==> config.mk <==
export PLATFORM = sky130hd
export DESIGN_NAME = adcscr_top
export DESIGN_NICKNAME = d
export VERILOG_FILES = /design/src/hdl/adcscr_pkg.sv /design/src/hdl/adcscr_fifo.sv /design/src/hdl/adcscr_top.sv
export VERILOG_INCLUDE_DIRS = /design/src /design/src/hdl
export SDC_FILE = /design/constraint.sdc
export NUM_CORES = 1
export LEC_CHECK = 0
export BUFFER_PORTS_ARGS = -buffer_cell sky130_fd_sc_hd__buf_2
export CAP_MARGIN = 25
export CORE_MARGIN = 2
export CORE_UTILIZATION = 61
export CTS_BUF_LIST = sky130_fd_sc_hd__clkbuf_8 sky130_fd_sc_hd__clkbuf_16
export DETAILED_ROUTE_END_ITERATION = 7
export GPL_ROUTABILITY_DRIVEN = 0
export PLACE_DENSITY = 0.75
export SLEW_MARGIN = 20
export SYNTH_ARGS = -nofsm -noshare
export SYNTH_HDL_FRONTEND = slang
export SYNTH_HIERARCHICAL = 1
export SYNTH_SLANG_ARGS = --single-unit
==> constraint.sdc <==
create_clock -name core_clk_i -period 3.2 [get_ports core_clk_i]
set_clock_uncertainty 0.1 [all_clocks]
set_input_delay 0.32 -clock core_clk_i [delete_from_list [all_inputs] [get_ports core_clk_i]]
set_output_delay 0.32 -clock core_clk_i [all_outputs]
set_load 0.01 [all_outputs]
==> src/hdl/adcscr_map.svh <==
// constants for the serial configuration register block
// assumes inclusion by the top module only
`ifndef ADCSCR_MAP_SVH
`define ADCSCR_MAP_SVH
// ----------------------------------------------------------------
// field positions of conversion_config
// ----------------------------------------------------------------
`define ADCSCR_WRITE_BIT 11
`define ADCSCR_SEQ_HI_BIT 10
`define ADCSCR_CHAN_HI_BIT 7
`define ADCSCR_CHAN_LO_BIT 6
`define ADCSCR_PM_HI_BIT 5
`define ADCSCR_PM_LO_BIT 4
`define ADCSCR_SEQ_LO_BIT 3
`define ADCSCR_RANGE_BIT 1
`define ADCSCR_CODING_BIT 0
// ----------------------------------------------------------------
// reset values and counts
// ----------------------------------------------------------------
`define ADCSCR_CFG_RESET 12'h030
`define ADCSCR_CFG_EDGES 5'h0C
`define ADCSCR_MUX_EDGE 5'h0E
`define ADCSCR_FRAME_EDGES 5'h10
`define ADCSCR_WAKE_NS 1000
`define ADCSCR_CLK_NS 5
`define ADCSCR_WAKE_CYC ((`ADCSCR_WAKE_NS + `ADCSCR_CLK_NS - 1) / `ADCSCR_CLK_NS)
`endif

==> src/hdl/adcscr_pkg.sv <==
// types for the serial configuration register block
// assumes the map header sits beside it
package adcscr_pkg;
	typedef enum logic [1:0] {
		ADCSCR_PM_INVALID = 2'h0,
		ADCSCR_PM_AUTO = 2'h1,
		ADCSCR_PM_SHUTDOWN = 2'h2,
		ADCSCR_PM_NORMAL = 2'h3
	} adcscr_power_type;
	typedef enum logic [1:0] {
		ADCSCR_SEQ_OFF0 = 2'h0,
		ADCSCR_SEQ_OFF1 = 2'h1,
		ADCSCR_SEQ_KEEP = 2'h2,
		ADCSCR_SEQ_RUN = 2'h3
	} adcscr_seq_type;
endpackage

==> src/hdl/adcscr_fifo.sv <==
// parameterised valid/ready fifo for conversion results
// assumes a single clock and synchronous active-low reset
`timescale 1ns/10ps
module adcscr_fifo #(
	parameter int WIDTH = 14,
	parameter int DEPTH = 8
) (
	input wire logic core_clk_i,
	input wire logic rst_n_i,
	input wire logic in_valid_i,
	output logic in_ready_o,
	input wire logic [WIDTH-1:0] in_data_i,
	output logic out_valid_o,
	input wire logic out_ready_i,
	output logic [WIDTH-1:0] out_data_o
);
	localparam int AW = $clog2(DEPTH);
	logic [WIDTH-1:0] mem_reg [DEPTH];
	logic [AW-1:0] wr_ptr_reg;
	logic [AW-1:0] rd_ptr_reg;
	logic [AW:0] count_reg;
	logic push;
	logic pop;
	assign in_ready_o = (count_reg != (AW+1)'(DEPTH));
	assign out_valid_o = (count_reg != '0);
	assign out_data_o = mem_reg[rd_ptr_reg];
	assign push = in_valid_i && in_ready_o;
	assign pop = out_valid_o && out_ready_i;
	always_ff @(posedge core_clk_i) begin
		if (push) begin
			mem_reg[wr_ptr_reg] <= in_data_i;
		end
	end
	always_ff @(posedge core_clk_i) begin
		if (!rst_n_i) begin
			wr_ptr_reg <= '0;
			rd_ptr_reg <= '0;
			count_reg <= '0;
		end else begin
			if (push) begin
				wr_ptr_reg <= (wr_ptr_reg == AW'(DEPTH-1)) ? '0 : wr_ptr_reg + 1'b1;
			end
			if (pop) begin
				rd_ptr_reg <= (rd_ptr_reg == AW'(DEPTH-1)) ? '0 : rd_ptr_reg + 1'b1;
			end
			if (push && !pop) begin
				count_reg <= count_reg + 1'b1;
			end else if (pop && !push) begin
				count_reg <= count_reg - 1'b1;
			end
		end
	end
endmodule // adcscr_fifo

==> src/hdl/adcscr_top.sv <==
// serial configuration register and frame logic of a four-channel converter
// assumes sclk, din and cs_n come from pins in another domain; results
// arrive from the converter core through a valid/ready stream
//
// How it works
// - one 12-bit write-only configuration register, never read back.
// - din bits are captured on falling serial clock edges.
// - new configuration applies to next conversion (power mode here at once, from the twelfth edge); current result shifts out.
// - only first twelve falling-edge bits load; later bits ignored.
// - first bit is bit 11, then descending to bit 0.
// - bit 11 high loads other eleven bits; low keeps register.
// - bits 10 and 3 form the two-bit sequencer code.
// - channel field latched at conversion end; next or final channel.
// - two channel bits precede the twelve result bits on dout.
// - mux switches to next channel on the fourteenth falling edge.
// - bits 5 and 4 choose the power mode.
// - bit 1 zero gives double span, one gives reference span.
// - bit 0 zero gives twos complement, one straight binary.
// - power 11 normal, 10 shutdown, 01 auto shutdown, 00 illegal.
// - sequencer code 11 steps channels zero up to address field.
// - frame is two zeros, two channel bits, twelve result bits msb first.
`timescale 1ns/10ps
`include "adcscr_map.svh"
module adcscr_top
	import adcscr_pkg::*;
(
	input wire logic core_clk_i,
	input wire logic rst_n_i,
	input wire logic sclk_i,
	input wire logic din_i,
	input wire logic cs_n_i,
	output logic dout_o,
	output logic dout_oe_o,
	input wire logic result_valid_i,
	output logic result_ready_o,
	input wire logic [11:0] result_data_i,
	output logic [1:0] mux_channel_o,
	output logic [1:0] power_mode_o,
	output logic powered_o,
	output logic range_ref_o,
	output logic coding_binary_o,
	output logic convert_start_o,
	output logic illegal_power_o
);
	// ----------------------------------------------------------------
	// pin synchronisers
	// ----------------------------------------------------------------
	logic [2:0] sclk_meta_reg;
	logic [1:0] din_meta_reg;
	logic [2:0] cs_meta_reg;
	always_ff @(posedge core_clk_i) begin
		if (!rst_n_i) begin
			sclk_meta_reg <= 3'h7;
			din_meta_reg <= 2'h0;
			cs_meta_reg <= 3'h7;
		end else begin
			sclk_meta_reg <= {sclk_meta_reg[1:0], sclk_i};
			din_meta_reg <= {din_meta_reg[0], din_i};
			cs_meta_reg <= {cs_meta_reg[1:0], cs_n_i};
		end
	end
	// edges are judged only between stages two and three
	logic sclk_fall;
	logic cs_fall;
	logic cs_rise;
	logic cs_low;
	logic din_s;
	assign sclk_fall = sclk_meta_reg[2] && !sclk_meta_reg[1];
	assign cs_fall = cs_meta_reg[2] && !cs_meta_reg[1];
	assign cs_rise = !cs_meta_reg[2] && cs_meta_reg[1];
	assign cs_low = !cs_meta_reg[1];
	assign din_s = din_meta_reg[1];
	// ----------------------------------------------------------------
	// frame counter and input shifter
	// ----------------------------------------------------------------
	logic [4:0] edge_cnt_reg;
	logic [11:0] shift_in_reg;
	logic frame_fall;
	assign frame_fall = cs_low && !cs_fall && sclk_fall;
	always_ff @(posedge core_clk_i) begin
		if (!rst_n_i) begin
			edge_cnt_reg <= 5'h00;
		end else if (cs_fall || cs_rise) begin
			edge_cnt_reg <= 5'h00;
		end else if (frame_fall && edge_cnt_reg != `ADCSCR_FRAME_EDGES) begin
			edge_cnt_reg <= edge_cnt_reg + 5'h01;
		end
	end
	always_ff @(posedge core_clk_i) begin
		if (!rst_n_i) begin
			shift_in_reg <= 12'h000;
		end else if (frame_fall && edge_cnt_reg < `ADCSCR_CFG_EDGES) begin
			shift_in_reg <= {shift_in_reg[10:0], din_s};
		end
	end
	// word complete on the twelfth edge, taken once
	logic load_pulse;
	assign load_pulse = frame_fall && edge_cnt_reg == (`ADCSCR_CFG_EDGES - 5'h01);
	logic [11:0] word_in;
	assign word_in = {shift_in_reg[10:0], din_s};
	// ----------------------------------------------------------------
	// configuration register
	// ----------------------------------------------------------------
	// write-only: no path leads it back to dout
	logic [11:0] cfg_reg;
	always_ff @(posedge core_clk_i) begin
		if (!rst_n_i) begin
			cfg_reg <= `ADCSCR_CFG_RESET;
		end else if (load_pulse && word_in[`ADCSCR_WRITE_BIT]) begin
			cfg_reg <= word_in;
		end
	end
	adcscr_seq_type seq_code;
	adcscr_power_type pm_code;
	// sequencer code from 10 and 3
	assign seq_code = adcscr_seq_type'({cfg_reg[`ADCSCR_SEQ_HI_BIT],
		cfg_reg[`ADCSCR_SEQ_LO_BIT]});
	assign pm_code = adcscr_power_type'({cfg_reg[`ADCSCR_PM_HI_BIT],
		cfg_reg[`ADCSCR_PM_LO_BIT]});
	// ----------------------------------------------------------------
	// conversion settings: channel taken on the fourteenth edge, the rest at the end of each frame
	// ----------------------------------------------------------------
	logic frame_end;
	assign frame_end = frame_fall && edge_cnt_reg == (`ADCSCR_FRAME_EDGES - 5'h01);
	logic [1:0] next_chan_reg;
	logic [1:0] seq_pos_reg;
	logic seq_active_reg;
	logic [1:0] chan_next;
	logic cfg_fresh_reg;
	always_ff @(posedge core_clk_i) begin
		if (!rst_n_i) begin
			cfg_fresh_reg <= 1'b0;
		end else if (load_pulse) begin
			cfg_fresh_reg <= word_in[`ADCSCR_WRITE_BIT];
		end else if (cs_fall) begin
			cfg_fresh_reg <= 1'b0;
		end
	end
	// address field chooses next or final channel
	always_comb begin
		chan_next = next_chan_reg;
		if (cfg_fresh_reg && seq_code == ADCSCR_SEQ_RUN) begin
			chan_next = 2'h0;
		end else if (seq_active_reg && (!cfg_fresh_reg || seq_code[1])) begin
			chan_next = (seq_pos_reg == cfg_reg[7:6]) ? 2'h0 : seq_pos_reg + 2'h1;
		end else if (cfg_fresh_reg) begin
			chan_next = cfg_reg[`ADCSCR_CHAN_HI_BIT:`ADCSCR_CHAN_LO_BIT];
		end
	end
	// fresh write with code 0x leaves sequencing
	always_ff @(posedge core_clk_i) begin
		if (!rst_n_i) begin
			seq_active_reg <= 1'b0;
			seq_pos_reg <= 2'h0;
		end else if (frame_end) begin
			if (cfg_fresh_reg) begin
				seq_active_reg <= seq_code == ADCSCR_SEQ_RUN ||
					(seq_active_reg && seq_code == ADCSCR_SEQ_KEEP);
			end
			seq_pos_reg <= chan_next;
		end
	end
	// mux moves on the fourteenth edge
	logic mux_edge;
	assign mux_edge = frame_fall && edge_cnt_reg == (`ADCSCR_MUX_EDGE - 5'h01);
	always_ff @(posedge core_clk_i) begin
		if (!rst_n_i) begin
			next_chan_reg <= 2'h0;
			mux_channel_o <= 2'h0;
		end else if (mux_edge) begin
			next_chan_reg <= chan_next;
			mux_channel_o <= chan_next;
		end
	end
	// settings apply from the next conversion
	always_ff @(posedge core_clk_i) begin
		if (!rst_n_i) begin
			range_ref_o <= 1'b0;
			coding_binary_o <= 1'b0;
		end else if (frame_end) begin
			range_ref_o <= cfg_reg[`ADCSCR_RANGE_BIT];
			coding_binary_o <= cfg_reg[`ADCSCR_CODING_BIT];
		end
	end
	// ----------------------------------------------------------------
	// power control
	// ----------------------------------------------------------------
	// auto mode needs the wake time after select falls before a valid result
	logic [8:0] wake_cnt_reg;
	logic awake_reg;
	always_ff @(posedge core_clk_i) begin
		if (!rst_n_i) begin
			power_mode_o <= 2'h3;
			illegal_power_o <= 1'b0;
		end else begin
			power_mode_o <= pm_code;
			illegal_power_o <= pm_code == ADCSCR_PM_INVALID;
		end
	end
	always_ff @(posedge core_clk_i) begin
		if (!rst_n_i) begin
			awake_reg <= 1'b1;
			wake_cnt_reg <= 9'h000;
		end else begin
			unique case (pm_code)
				ADCSCR_PM_NORMAL: begin
					awake_reg <= 1'b1;
				end
				ADCSCR_PM_SHUTDOWN, ADCSCR_PM_INVALID: begin
					awake_reg <= 1'b0;
				end
				ADCSCR_PM_AUTO: begin
					if (frame_end) begin
						awake_reg <= 1'b0;
					end else if (cs_fall) begin
						wake_cnt_reg <= 9'(`ADCSCR_WAKE_CYC);
					end else if (wake_cnt_reg != 9'h000) begin
						wake_cnt_reg <= wake_cnt_reg - 9'h001;
						if (wake_cnt_reg == 9'h001) begin
							awake_reg <= 1'b1;
						end
					end
				end
			endcase
		end
	end
	always_ff @(posedge core_clk_i) begin
		if (!rst_n_i) begin
			powered_o <= 1'b1;
		end else begin
			powered_o <= awake_reg;
		end
	end
	// ----------------------------------------------------------------
	// result fifo and output shifter
	// ----------------------------------------------------------------
	logic fifo_out_valid;
	logic [13:0] fifo_out_data;
	logic fifo_in_ready;
	logic fifo_pop;
	adcscr_fifo #(
		.WIDTH(14),
		.DEPTH(8)
	) u_fifo (
		.core_clk_i(core_clk_i),
		.rst_n_i(rst_n_i),
		.in_valid_i(result_valid_i && result_ready_o),
		.in_ready_o(fifo_in_ready),
		.in_data_i({mux_channel_o, result_data_i}),
		.out_valid_o(fifo_out_valid),
		.out_ready_i(fifo_pop),
		.out_data_o(fifo_out_data)
	);
	// core stalls when the host stops reading frames
	always_ff @(posedge core_clk_i) begin
		if (!rst_n_i) begin
			result_ready_o <= 1'b0;
		end else begin
			result_ready_o <= fifo_in_ready && !(result_valid_i && result_ready_o);
		end
	end
	// one result per frame; an empty fifo sends zeros
	assign fifo_pop = cs_fall && fifo_out_valid;
	logic [15:0] shift_out_reg;
	always_ff @(posedge core_clk_i) begin
		if (!rst_n_i) begin
			shift_out_reg <= 16'h0000;
		end else if (cs_fall) begin
			shift_out_reg <= fifo_out_valid ? {2'h0, fifo_out_data} : 16'h0000;
		end else if (frame_fall) begin
			shift_out_reg <= {shift_out_reg[14:0], 1'b0};
		end
	end
	always_ff @(posedge core_clk_i) begin
		if (!rst_n_i) begin
			dout_o <= 1'b0;
			dout_oe_o <= 1'b0;
			convert_start_o <= 1'b0;
		end else begin
			dout_o <= cs_fall ? 1'b0 : (frame_fall ? shift_out_reg[14] : dout_o);
			dout_oe_o <= cs_low;
			convert_start_o <= cs_fall && awake_reg;
		end
	end
endmodule // adcscr_top

==> results_dict.tcl <==
set metrics [dict create \
    peakVddDrop_mv 0.345 \
    final-hold-violation-count 0 \
    start_util_pct 61.8 \
    seq_area_frac_synth_pct 62.9 \
    post-place-ws_ns 0.408 \
    cts_made_buffers 17 \
    top_level_ports 30 \
    rr_worst_depth 10 \
    die_w_um 119 \
    die_h_um 119 \
    power_density_nw_per_um2 561 \
    ant_nets 0 \
    final_nets 662 \
    worstSetupPathType "flip-flop to flip-flop" \
    core-area_sq_um 13100 \
    fin_area_sq_um 9020 \
    place_inst 781 \
    slew_headroom_pct 37.5 \
    crit_family "simple AND/OR/NAND/NOR gates" \
    ys_ff_latch 198 \
    dr.pass1.iters 4 \
    grt_pass1_vias 4774 \
    io_buffers 29 \
    cp_data_arrival_time_ns 3.10 \
    root_buffer "clkbuf_16" \
    met3_usage_pct 4.65 \
    drtIter0Drc 316 \
    slew_viol_final 0 \
    power_mw 5.06 \
    flow.area_growth_from_synthesis_pct 11.7 \
    grt_max_degree 47 \
    hold_depth 1 \
    grt-ovfl-total 0 \
    drc 0 \
    cts_max_level 4 \
    fin_cells 816 \
    worst-path-buf-inv 1 \
    synth_fp_nets 625 \
    antenna_found_initial 0 \
    grt_pass1_wl_um 23500 \
    syn_avg_cell_area_sq_um 13.7 \
    tightest_slew_ns 0.937 \
    grt_use_met1_pct 28.1 \
    cpMostUsedCell "ha_1" \
    finalCritPeriodShare_pct 89.0 \
    status "finished clean" \
    drive_above_1_share_pct 16.1 \
    clock_latency_ns 0.43 \
    syn_inst 590 \
    n_antenna_cell 0 \
    dp_hpwl_um 9130 \
    rsz0062_at_grt "false" \
    postCtsSetupRepairBufs 0 \
    cp_slowest_stage_delay_ns 0.59 \
    finalWirelength_um 14600 \
    post_cts_resized 0 \
    period_minus_slack_ns 2.85 \
    grtUsageTotal_pct 21.7 \
    die-area_sq_um 14200 \
    whs_ns 0.0629 \
    worst_ep_required_time_ns 3.45 \
    final_common_cell "edfxtp_1" \
    cp-start-kind "flip-flop" \
    placed_area_sq_um 8450 \
    syn_area_sq_um 8080 \
    grt.met2_usage_pct 35.6 \
    vias_per_cell 5.97 \
    clockBufferDepth 2 \
    grt-busiest-layer "met2" \
    setup_ws_ns 0.352 \
    wire_per_inst_um 17.9 \
    setup_tns_ns 0 \
    drv_cap 0 \
    cts_tree "done" \
    synth_edf_count 112 \
    crit_cells 10 \
    cts.sinks 198 \
    hold_path_class "input port to flip-flop" \
    path_cells "or4_4 > and2_0 > nand2_1 > ha_1 > inv_1 > ha_1 > a21oi_1 > a211oi_1 > a31oi_1 > mux2i_1" \
    setup-violations-final 0 \
    layout_common_cells "edfxtp_1 (112), dfxtp_1 (86), nand2_1 (44)" \
    num_vias 4869 \
    ys_async_sr_fraction_pct 0 \
    synthFlopType "edfxtp_1" \
    yosysWarnings 6 \
    synth_cell_types 58 \
    largest_reg_flops 112 \
    post-route-util_pct 69.0 \
    crit_fanout 5 \
    worst_setup_path_end_kind "flip-flop" \
    crit_slowest_cell "or4_4" \
    power.leakage_nw 3.13 \
    clk_pin_slew_worst_paths_ns 0.06 \
    num_rows 42 \
    max_freq_mhz 351 \
]
-- layout make-up --
class                           instances  area, sq um
Clock buffer                           17          425
Clock inverter                         15          114
Fill cell                             884         4060
Inverter                               17         63.8
Multi-Input combinational cell        348         2840
Sequential cell                       198         5080
Tap cell                              176          220
Timing Repair Buffer                   45          273
-- cells by family after synthesis --
| family | Yosys count | share of synthesized area (%) |
|---|---|---|
| xor+xnor | 8 | 0.867 |
| compound gates | 92 | 7.39 |
| buf+inv | 44 | 2.38 |
| simple gates | 175 | 11.0 |
| mux | 56 | 12.7 |
| flops | 198 | 62.9 |
| fa+ha+maj | 17 | 2.73 |
-- cells in the mapped netlist, drive strengths merged, types with 8 or more instances --
cell type	number	area share, %
nor2b	16	1.2
mux4	28	9.0
nor2	37	1.7
inv	17	0.79
a31oi	8	0.62
ha	16	2.5
a21boi	8	0.74
clkbuf	20	0.93
a21oi	35	2.2
nand2b	17	1.3
edfxtp	112	42
nand3	20	1.2
mux2i	12	1.5
dfxtp	86	21
a211oi	15	1.4
mux2	16	2.2
nand2	45	2.1
-- worst register-to-register path, stage by stage (launching register included) --
cell and delay [ns]:
dfxtp_1 0.37, or4_4 0.59, and2_0 0.20, nand2_1 0.14, ha_1 0.19, inv_1 0.09
ha_1 0.33, a21oi_1 0.23, a211oi_1 0.12, a31oi_1 0.21, mux2i_1 0.21
-- path summary, 6_finish.rpt --
kind,startpoint,endpoint,slack [ns]
max,u_fifo/count_reg[1]$_SDFFE_PN0P_,u_fifo/count_reg[3]$_SDFFE_PN0P_,0.35
min,result_data_i[9],u_fifo/mem_reg[7][9]$_DFFE_PP_,0.06
max reg2reg,u_fifo/count_reg[1]$_SDFFE_PN0P_,u_fifo/count_reg[3]$_SDFFE_PN0P_,0.35
min reg2reg,sclk_meta_reg[0]$_SDFF_PN1_,sclk_meta_reg[1]$_SDFF_PN1_,0.31
-- repair_timing --
| item | 4_1_cts | 5_1_grt |
|---|---|---|
| hold buffers | 3 | 0 |
| hold endpoints to repair | 3 | 0 |
| setup endpoints to repair | 0 | 0 |
-- routing by layer --
layer	vias to the layer above	routed length [um]	part of all wire, %
li1	2304	-	-
met4	0	296	2.0
met1	2408	6430	44
met5	-	0	0
met3	26	712	4.9
met2	131	7190	49
-- power breakdown --
group	switching (mW)	internal, mW
clock network	0.888	1.06
logic	0.182	0.150
registers	0.0352	2.74
total	1.11	3.95
(Power assumes the default switching activity.)
